===== config.mk =====
export PLATFORM = sky130hd
export DESIGN_NAME = bspsa_host_ctrl_flat
export DESIGN_NICKNAME = d
export VERILOG_FILES = /design/src/design/bspsa_pkg.sv /design/src/design/bspsa_link_if.sv /design/src/design/bspsa_host_ctrl.sv /design/src/flat_wrapper.sv
export VERILOG_INCLUDE_DIRS = /design/src /design/src/design
export SDC_FILE = /design/constraint.sdc
export NUM_CORES = 1
export LEC_CHECK = 0
export CAP_MARGIN = 40
export CORE_MARGIN = 3
export CORE_UTILIZATION = 55
export CTS_CLUSTER_SIZE = 10
export DETAILED_ROUTE_END_ITERATION = 10
export DONT_BUFFER_PORTS = 1
export PLACE_DENSITY = 0.8
export SLEW_MARGIN = 30
export SYNTH_ARGS = -nofsm -noshare
export SYNTH_HDL_FRONTEND = slang
export SYNTH_SLANG_ARGS = --single-unit

===== constraint.sdc =====
create_clock -name sys_clk -period 14.8 [get_ports sys_clk]
set_input_delay 0 -clock sys_clk [delete_from_list [all_inputs] [get_ports sys_clk]]
set_output_delay 0 -clock sys_clk [all_outputs]
set_load 0.05 [all_outputs]

===== src/design/bspsa_cfg.svh =====
`ifndef BSPSA_CFG_SVH
`define BSPSA_CFG_SVH
// word and lane geometry
`define BSPSA_WORD_W 18
`define BSPSA_LANES 2
`define BSPSA_LANE_W 9
`define BSPSA_BURST 4
// burst-level address: four arrays of 256K words each
`define BSPSA_ADDR_W 18
// edges (sys_clk cycles) counted from the K rise that starts an access
`define BSPSA_RD_SNAP 4
`define BSPSA_RD_FIRST 5
`define BSPSA_WR_FIRST 2
`define BSPSA_WR_COMMIT 6
// length of the start history kept for each port
`define BSPSA_HIST 9
// entries of the read return buffer in the controller
`define BSPSA_BUF_DEPTH 2
`endif


===== src/design/bspsa_pkg.sv =====
`include "bspsa_cfg.svh"
package bspsa_pkg;
	// kind of access started at a positive clock rise
	typedef enum {OP_NONE, OP_READ, OP_WRITE} bspsa_op_t;
	// one data word on either data path
	typedef logic [`BSPSA_WORD_W-1:0] bspsa_word_t;
endpackage


===== src/design/bspsa_link_if.sv =====
`timescale 1ns/10ps
`default_nettype none
`include "bspsa_cfg.svh"
interface bspsa_link_if #(
	parameter int ADDR_W = `BSPSA_ADDR_W
);
	// phase marker: high before an edge that is a positive clock rise
	logic kClk;
	// shared address for both ports
	logic [ADDR_W-1:0] addr;
	// port selects, active low
	logic readPortSelectN;
	logic writePortSelectN;
	// write data and per-lane write enables, active low
	bspsa_pkg::bspsa_word_t wrData;
	logic [`BSPSA_LANES-1:0] laneWriteEnN;
	// read data and its output enable (high while driven)
	bspsa_pkg::bspsa_word_t rdData;
	logic rdOe;
	modport dev(
		input kClk, addr, readPortSelectN, writePortSelectN, wrData, laneWriteEnN,
		output rdData, rdOe
	);
	modport host(
		output kClk, addr, readPortSelectN, writePortSelectN, wrData, laneWriteEnN,
		input rdData, rdOe
	);
endinterface
`default_nettype wire


===== src/design/bspsa_host_ctrl.sv =====
`timescale 1ns/10ps
`default_nettype none
`include "bspsa_cfg.svh"
module bspsa_host_ctrl #(
	parameter int ADDR_W = `BSPSA_ADDR_W,
	parameter int BUF_DEPTH = `BSPSA_BUF_DEPTH
) (
	input wire logic sys_clk,
	input wire logic sys_rst,
	bspsa_link_if.host link,
	input wire logic cmdValid,
	output logic cmdReady,
	input wire logic cmdWrite,
	input wire logic [ADDR_W-1:0] cmdAddr,
	input wire logic [`BSPSA_WORD_W*`BSPSA_BURST-1:0] cmdData,
	input wire logic [`BSPSA_LANES*`BSPSA_BURST-1:0] cmdLaneEn,
	output logic rspValid,
	input wire logic rspReady,
	output logic [`BSPSA_WORD_W*`BSPSA_BURST-1:0] rspData
);
	localparam int WW = `BSPSA_WORD_W;
	localparam int NL = `BSPSA_LANES;
	localparam int BL = `BSPSA_BURST;
	localparam int BW = WW * BL;
	localparam int EW = NL * BL;
	localparam int CW = $clog2(BUF_DEPTH + 1);
	localparam int PW = (BUF_DEPTH > 1) ? $clog2(BUF_DEPTH) : 1;

	// kind started at the previous positive rise
	bspsa_pkg::bspsa_op_t lastKind;
	// next edge is a negative rise; the selects it sets meet the positive rise after it
	logic issueSlot;
	logic issue;
	// reads still to return, and room for their bursts
	logic [CW-1:0] inFlight;
	logic roomForRead;
	// write burst: held one edge, then shifted out word by word
	logic wrPend;
	logic [BW-1:0] wrHold;
	logic [EW-1:0] wrHoldEn;
	logic [BW-1:0] wrShift;
	logic [EW-1:0] wrShiftEn;
	logic [2:0] wrCnt;
	// read assembly
	logic [BW-1:0] rdAsm;
	logic [1:0] rdCnt;
	logic push;
	// return buffer
	logic [BW-1:0] bufMem [BUF_DEPTH];
	logic [PW-1:0] wrPtr;
	logic [PW-1:0] rdPtr;
	logic [CW-1:0] bufCount;
	logic pop;

	assign issueSlot = !link.kClk;
	// a read is taken only while its whole burst fits in the buffer
	assign roomForRead = ({1'b0, bufCount} + {1'b0, inFlight}) < (CW+1)'(BUF_DEPTH);
	// no read at the rise after a read
	// no write at the rise after a write
	assign cmdReady = issueSlot && (cmdWrite ? (lastKind != bspsa_pkg::OP_WRITE)
		: ((lastKind != bspsa_pkg::OP_READ) && roomForRead));
	assign issue = cmdValid && cmdReady;
	assign push = link.rdOe && (rdCnt == 2'(BL - 1));
	assign pop = rspValid && rspReady;

	// clock divider, selects and address
	always_ff @(posedge sys_clk or posedge sys_rst) begin
		if (sys_rst) begin
			link.kClk <= 1'b0;
			link.addr <= '0;
			link.readPortSelectN <= 1'b1;
			link.writePortSelectN <= 1'b1;
			lastKind <= bspsa_pkg::OP_NONE;
		end else begin
			link.kClk <= !link.kClk;
			// selects stand for one edge only, the positive rise
			link.readPortSelectN <= !(issue && !cmdWrite);
			link.writePortSelectN <= !(issue && cmdWrite);
			if (issue) begin
				link.addr <= cmdAddr;
			end
			if (issueSlot) begin
				case ({issue, cmdWrite})
					2'b10: lastKind <= bspsa_pkg::OP_READ;
					2'b11: lastKind <= bspsa_pkg::OP_WRITE;
					default: lastKind <= bspsa_pkg::OP_NONE;
				endcase
			end
		end
	end

	// write data: word 0 on the link two edges after the start rise
	always_ff @(posedge sys_clk or posedge sys_rst) begin
		if (sys_rst) begin
			wrPend <= 1'b0;
			wrHold <= '0;
			wrHoldEn <= '0;
			wrShift <= '0;
			wrShiftEn <= '0;
			wrCnt <= '0;
			link.wrData <= '0;
			link.laneWriteEnN <= '1;
		end else begin
			wrPend <= issue && cmdWrite;
			if (issue && cmdWrite) begin
				wrHold <= cmdData;
				wrHoldEn <= cmdLaneEn;
			end
			if (wrCnt != 3'h0) begin
				link.wrData <= wrShift[WW-1:0];
				link.laneWriteEnN <= ~wrShiftEn[NL-1:0];
			end else begin
				link.wrData <= '0;
				link.laneWriteEnN <= '1;
			end
			// reload lands on the last word of a back-to-back burst
			if (wrPend) begin
				wrShift <= wrHold;
				wrShiftEn <= wrHoldEn;
				wrCnt <= 3'(BL);
			end else if (wrCnt != 3'h0) begin
				wrShift <= {{WW{1'b0}}, wrShift[BW-1:WW]};
				wrShiftEn <= {{NL{1'b0}}, wrShiftEn[EW-1:NL]};
				wrCnt <= wrCnt - 3'h1;
			end
		end
	end

	// read assembly and in-flight count
	always_ff @(posedge sys_clk or posedge sys_rst) begin
		if (sys_rst) begin
			rdAsm <= '0;
			rdCnt <= '0;
			inFlight <= '0;
		end else begin
			if (link.rdOe) begin
				rdAsm <= {link.rdData, rdAsm[BW-1:WW]};
				rdCnt <= rdCnt + 2'h1;
			end
			case ({issue && !cmdWrite, push})
				2'b10: inFlight <= inFlight + CW'(1);
				2'b01: inFlight <= inFlight - CW'(1);
				default: inFlight <= inFlight;
			endcase
		end
	end

	// return buffer; push never meets a full buffer by the read budget
	always_ff @(posedge sys_clk or posedge sys_rst) begin
		if (sys_rst) begin
			wrPtr <= '0;
			rdPtr <= '0;
			bufCount <= '0;
			for (int i = 0; i < BUF_DEPTH; i++) begin
				bufMem[i] <= '0;
			end
		end else begin
			if (push) begin
				bufMem[wrPtr] <= {link.rdData, rdAsm[BW-1:WW]};
				wrPtr <= (wrPtr == PW'(BUF_DEPTH - 1)) ? '0 : wrPtr + PW'(1);
			end
			if (pop) begin
				rdPtr <= (rdPtr == PW'(BUF_DEPTH - 1)) ? '0 : rdPtr + PW'(1);
			end
			case ({push, pop})
				2'b10: bufCount <= bufCount + CW'(1);
				2'b01: bufCount <= bufCount - CW'(1);
				default: bufCount <= bufCount;
			endcase
		end
	end

	assign rspValid = (bufCount != '0);
	assign rspData = bufMem[rdPtr];
endmodule
`default_nettype wire


===== src/flat_wrapper.sv =====
// flat-port wrapper written by rule: the top's interface ports become plain ports
module bspsa_host_ctrl_flat 
#(
	parameter int ADDR_W = `BSPSA_ADDR_W,
	parameter int BUF_DEPTH = `BSPSA_BUF_DEPTH
)
  (sys_clk, sys_rst, cmdValid, cmdReady, cmdWrite, cmdAddr, cmdData, cmdLaneEn, rspValid, rspReady, rspData, link_kClk, link_addr, link_readPortSelectN, link_writePortSelectN, link_wrData, link_laneWriteEnN, link_rdData, link_rdOe);
  bspsa_link_if #(.ADDR_W(ADDR_W)) link_i ();
  input wire logic sys_clk;
  input wire logic sys_rst;
  input wire logic cmdValid;
  output logic cmdReady;
  input wire logic cmdWrite;
  input wire logic [ADDR_W-1:0] cmdAddr;
  input wire logic [`BSPSA_WORD_W*`BSPSA_BURST-1:0] cmdData;
  input wire logic [`BSPSA_LANES*`BSPSA_BURST-1:0] cmdLaneEn;
  output logic rspValid;
  input wire logic rspReady;
  output logic [`BSPSA_WORD_W*`BSPSA_BURST-1:0] rspData;
  output wire logic [$bits(link_i.kClk)-1:0] link_kClk;
  output wire logic [$bits(link_i.addr)-1:0] link_addr;
  output wire logic [$bits(link_i.readPortSelectN)-1:0] link_readPortSelectN;
  output wire logic [$bits(link_i.writePortSelectN)-1:0] link_writePortSelectN;
  output wire logic [$bits(link_i.wrData)-1:0] link_wrData;
  output wire logic [$bits(link_i.laneWriteEnN)-1:0] link_laneWriteEnN;
  input wire logic [$bits(link_i.rdData)-1:0] link_rdData;
  input wire logic [$bits(link_i.rdOe)-1:0] link_rdOe;
  assign link_kClk = link_i.kClk;
  assign link_addr = link_i.addr;
  assign link_readPortSelectN = link_i.readPortSelectN;
  assign link_writePortSelectN = link_i.writePortSelectN;
  assign link_wrData = link_i.wrData;
  assign link_laneWriteEnN = link_i.laneWriteEnN;
  assign link_i.rdData = link_rdData;
  assign link_i.rdOe = link_rdOe;
  bspsa_host_ctrl #(.ADDR_W(ADDR_W), .BUF_DEPTH(BUF_DEPTH)) u_core (.sys_clk(sys_clk), .sys_rst(sys_rst), .link(link_i), .cmdValid(cmdValid), .cmdReady(cmdReady), .cmdWrite(cmdWrite), .cmdAddr(cmdAddr), .cmdData(cmdData), .cmdLaneEn(cmdLaneEn), .rspValid(rspValid), .rspReady(rspReady), .rspData(rspData));
endmodule

# Yosys cells after proc, flatten, opt, wreduce, memory -nomap -nowiden
# Cells that the tools add are included.
# word_totals
register_bits,461
input_bits,122
output_inout_bits,115
# op_classes
bitwise_logic,3
muxes,20
order_cmp,4
reduce_logical,17
add_sub_neg,9
n_eq_ne,9
# ops
op,count
72-bit 2-to-1 mux,6
144-bit bitwise mux,1
72-bit demux with 1-bit select,1
"32-bit by 2-bit != test with 1-bit output, second input constant",1
"32-bit by 3-bit != test with 1-bit output, second input constant",1
18-bit 2-to-1 mux,1
8-bit 2-to-1 mux,2
2-bit one-hot mux with 2 select lines,3
"2-bit == test, second input constant",5
1-bit logical AND,8
2-bit nonzero test,4
"2-bit by 1-bit adder with 2-bit output, second input constant",3
3-bit 2-to-1 mux,2
"2-bit by 1-bit == test with 1-bit output, second input constant",2
"2-bit >= comparator, second input constant",2
1-bit logical NOT,4
1-bit inverter with 2-bit output,2
"2-bit by 1-bit subtractor with 2-bit output, second input constant",2
2-bit by 2-bit adder with 3-bit output,1
"3-bit by 2-bit less-than comparator with 1-bit output, second input constant",1
1-bit 2-to-1 mux,3
3-bit nonzero test,1
"3-bit by 1-bit subtractor with 3-bit output, second input constant",1
"1-bit adder, second input constant",2
3 further kinds,3

# Depth between registers and ports, before layout
# depth
depth_word,9
mapped_depth,9
depth_no_buf,9

# Worst setup path after synthesis
# OpenSTA, ideal clock, no wires.
# synth_path
kind,flip-flop to flip-flop
from,register u_core.bufCount[0]
to,register u_core.inFlight[1]
stages_incl_launch_ff,9
synth_period_minus_slack_ps,2125
setup_time_ps,79
arrival_ps,2046
setup_slack_ps,12675
path_cell_list,dfrtp_1 > and2_1 > fa_1 > a211oi_2 > nor2b_1 > nand2_1 > ha_1 > nor2_1 > xor2_1
# synth_between
elab_chain_cells,9
word_cells_on_any_way,11
cone_classes,add/sub: 1; order compare: 1; eq/ne: 2; mux: 2; reduce/logical: 5
# synth_lines
item,line,rtl
"start, declared",bspsa_host_ctrl.sv:52,logic [CW-1:0] bufCount;
"start signal, assigned",bspsa_host_ctrl.sv:166,2'b10: bufCount <= bufCount + CW'(1);
"start signal, assigned",bspsa_host_ctrl.sv:167,2'b01: bufCount <= bufCount - CW'(1);
"start signal, assigned",bspsa_host_ctrl.sv:168,default: bufCount <= bufCount;
2-bit by 2-bit adder with 3-bit output *,bspsa_host_ctrl.sv:57,"assign roomForRead = ({1'b0, bufCount} + {1'b0, inFlight}) < (CW+1)'(BUF_DEPTH);"
3-bit by 2-bit less-than comparator with 1-bit output *,bspsa_host_ctrl.sv:57,
1-bit logical AND *,bspsa_host_ctrl.sv:61,: ((lastKind != bspsa_pkg::OP_READ) && roomForRead));
1-bit 2-to-1 mux *,bspsa_host_ctrl.sv:60,assign cmdReady = issueSlot && (cmdWrite ? (lastKind != bspsa_pkg::OP_WRITE)
1-bit logical AND *,bspsa_host_ctrl.sv:60,
1-bit logical AND *,bspsa_host_ctrl.sv:62,assign issue = cmdValid && cmdReady;
1-bit logical AND *,bspsa_host_ctrl.sv:140,"case ({issue && !cmdWrite, push})"
2-bit by 1-bit == test with 1-bit output or 2-bit == test (tied branches),bspsa_host_ctrl.sv:140,
2-bit one-hot mux with 2 select lines or 2-bit nonzero test (tied branches),--,
"end signal, assigned",bspsa_host_ctrl.sv:141,2'b10: inFlight <= inFlight + CW'(1);
"end signal, assigned",bspsa_host_ctrl.sv:142,2'b01: inFlight <= inFlight - CW'(1);
"end signal, assigned",bspsa_host_ctrl.sv:143,default: inFlight <= inFlight;
"end, declared",bspsa_host_ctrl.sv:35,logic [CW-1:0] inFlight;
# Mark *: on every way between the ends. The rest lies on a longest branch, timed or not.
# A chain may end at the register's enable or synchronous reset.

# Final worst setup path
# Same ends and word-level chain as after synthesis.

==> flow_summary.yaml <==
worst_setup_path:
  cpMaxStageDelayCell: "dlygate4sd3_1"
  r2r-start: "u_core.bufCount[0]$_DFFE_PP0P_"
  endpoint_kind: "flop"
  r2r-end: "u_core.inFlight[1]$_DFFE_PP0P_"
  cp.arrival_ns: 3.36
  rr_worst_depth: 9
  timing.critical_path.buf_inv: 1
  crit_family: "adder cells"
  max_stage_delay_ns: 0.59
  rrSetupSlack_ns: 11.89
  worstPathMaxFanout: 4
  crit_required_ns: 15.25
  path_cells: "and2_1 > fa_1 > a211oi_2 > nor2b_1 > nand2_1 > dlygate4sd3_1 > ha_1 > nor2_1 > xor2_1"
  cp-start-kind: "flop"
  worstSetupPathType: "reg2reg"
placed_design:
  io_buffers: 0
  hpwl_mm: 21.0
  placedInstanceArea_um2: 17400
  routabilityCongestion: 0.736
logic_synthesis:
  synthArstFlopShare: 1.00
  synth_commonest_cells: "dfrtp_1, mux2_2, nand2_1"
  netlist_instances: 1163
  yosysMostFrequentCell: "dfrtp_1"
  synth_area_um2: 17000
  synth-seq-area-share: 0.607
  synth_top_area_share: 0.601
  ys_seq_elements: 413
  synth-main-ff-cell: "dfrtp_1"
  avgSynthCellArea_um2: 14.6
  post_synth_num_cell_types: 31
  yosysTopAreaCell: "dfrtp_1"
  synth_edf_count: 0
  synth_nets: 1291
  synth_warnings: 0
  yosys-top-cells-area: "dfrtp_1, mux2_2, mux2_4"
route:
  vias_per_cell: 5.58
  routed_wl_mm: 35.0
  wl_met3_mm: 2.31
  top_layer_used: "met4"
  met2_length_mm: 17.6
  wl_per_cell_um: 20.7
  m1WireLength_mm: 14.5
  via_count: 9437
  antenna_violating_nets_post_route: 0
  drt_pass1_iterations: 4
  drt_iter0_markers: 518
  drc_errors: 0
final_layout:
  drive_above_1_share: 0.350
  utilization: 0.667
  nets: 1418
  stdcell_area_um2: 20100
  area_delta_synth_final_pct: 17.9
timing:
  slew_viol_final: 0
  setup_viol: 0
  hold_ws_ns: 0.0102
  slew-limit-headroom: 0.449
  setup_tns_ns: 0
  max_freq_mhz: 344
  hold_violations: 0
  finalCritPeriodShare: 0.196
  worstMarginPinSlew_ns: 0.827
  rsz0062_at_grt: "false"
  fin_crit_ns: 2.91
  clock_skew_ns: 0.0160
die:
  fp.dieArea_um2: 33100
  start_util: 0.566
  die_h_um: 182
  placementRows: 63
  num_io_pins: 237
  die_w_um: 182
  core_area_um2: 30100
grt:
  grt_pass1_wl_mm: 57.0
  grt.total_usage: 0.210
  grt_pass1_vias: 10300
  overflow: 0
  grt_max_degree: 103
  antenna_found_initial: 1
power:
  power.density_nw_per_um2: 226
  p_seq_frac: 0.433
  p_total_mw: 4.54
  power.switching_mw: 1.80
  intPower_mw: 2.74
  vdd.ir_drop.worst_v: 0.000176
  switching_share: 0.396
  clkPwrFrac: 0.227
  p_leak_nw: 9.32
  share_comb_of_total_power: 0.341
clock_network:
  post_cts_buffers: 0
  numCtsBuffers: 47
  htree_levels: 2
  clockBufferDepth: 3
  clk_latency_ns: 0.54
  cts.sinks: 413
  cts_tree: "yes"
  path_clk_slew_ns: 0.06
  cts_root_buffer: "clkbuf_16"
run:
  maxCapViolCount: 0
run_status:
  status: "finished clean"
min_path:
  min_path_type: "in2async"
## what timing repair did
action,CTS,global route
hold endpoints to repair,322,0
gates resized for setup,0,0
endpoints found under the setup margin,0,0
hold buffers,129,0
## logic make-up after synthesis
| logic type | share of synthesized area |
|---|---|
| AO/OA/AOI/OAI | 0.0275 |
| XOR/XNOR | 0.00463 |
| adder cells (fa/ha/maj) | 0.00485 |
| buffers and inverters | 0.0269 |
| flip-flops | 0.607 |
| multiplexers | 0.294 |
| AND/OR/NAND/NOR | 0.0348 |
## how the worst max path moves through the flow
| stage | start | endpoint | cells after the start |
|---|---|---|---|
| floorplan | sys_rst | u_core.bufCount[0]$_DFFE_PP0P_ | 1 |
| global placement | u_core.link.kClk$_DFF_PP0_ | u_core.wrHold[60]$_DFFE_PP0P_ | 4 |
| detailed placement | u_core.rdCnt[0]$_DFFE_PP0P_ | u_core.bufMem[143]$_DFFE_PP0P_ | 5 |
| CTS | u_core.bufCount[0]$_DFFE_PP0P_ | u_core.inFlight[1]$_DFFE_PP0P_ | 9 |
| global route | u_core.bufCount[0]$_DFFE_PP0P_ | u_core.inFlight[1]$_DFFE_PP0P_ | 9 |
| finish | u_core.bufCount[0]$_DFFE_PP0P_ | u_core.inFlight[1]$_DFFE_PP0P_ | 9 |
## layout make-up
cell class                 count  area (µm²)
multi-input combinational    672        6270
timing repair buffer         148        1620
tap                          390         488
antenna                        1        2.50
sequential                   413       10300
clock buffer                  57        1240
fill                        2010       10000
clock inverter                 3        80.1
inverter                       8        37.5
## cells in the final DEF (no fill, tap or decap), types with 7 or more instances in the layout
cell type	synthesis	layout
dfrtp_1	409	407
mux2_2	300	300
dlygate4sd3_1	0	128
nand2_1	107	106
o21ai_0	82	82
mux2_4	69	69
mux2i_1	60	60
clkbuf_16	0	48
and2_1	20	20
buf_4	2	10
clkbuf_1	22	8
buf_16	0	8
inv_1	8	7
## worst reg2reg max path, delay by kind of cell (launching register included)
kind / cells / cell delay [ns]
buf+inv: 1 / 0.59
xor+xnor: 1 / 0.15
simple gates: 4 / 0.63
compound gates: 1 / 0.27
flops: 1 / 0.42
fa+ha+maj: 2 / 0.76
## sequential cells by signal, indices dropped and copies added, names as in the netlist, 3 cells and up
| name | flops |
|---|---|
| u_core.bufMem | 144 |
| u_core.link.addr | 18 |
| u_core.link.wrData | 18 |
| u_core.rdAsm | 54 |
| u_core.wrCnt | 3 |
| u_core.wrHold | 72 |
| u_core.wrHoldEn | 8 |
| u_core.wrShift | 72 |
| u_core.wrShiftEn | 8 |
## power groups by stage
stage               sequential [mW]  combinational [mW]  clock (mW)
global placement               1.97                1.43           0
CTS                            1.96                1.55        1.05
floorplan                      1.86                1.37           0
detailed placement             1.97                1.51           0
global route                   2.01                1.63        1.10
finish                         1.96                1.55        1.03
## metrics by stage
stage / cells / worst slack [ns]
floorplan: 1163 / 3.31
global route: 1692 / 11.70
finish: 1692 / 11.89
global placement: 1492 / 12.18
detailed placement: 1498 / 12.14
CTS: 1687 / 11.87
## per-layer routing
metal,up-vias,track usage
met5,-,0
met4,0,0.0445
met3,47,0.0587
met2,242,0.360
met1,4876,0.270
li1,4272,-
(Power assumes the default switching activity.)
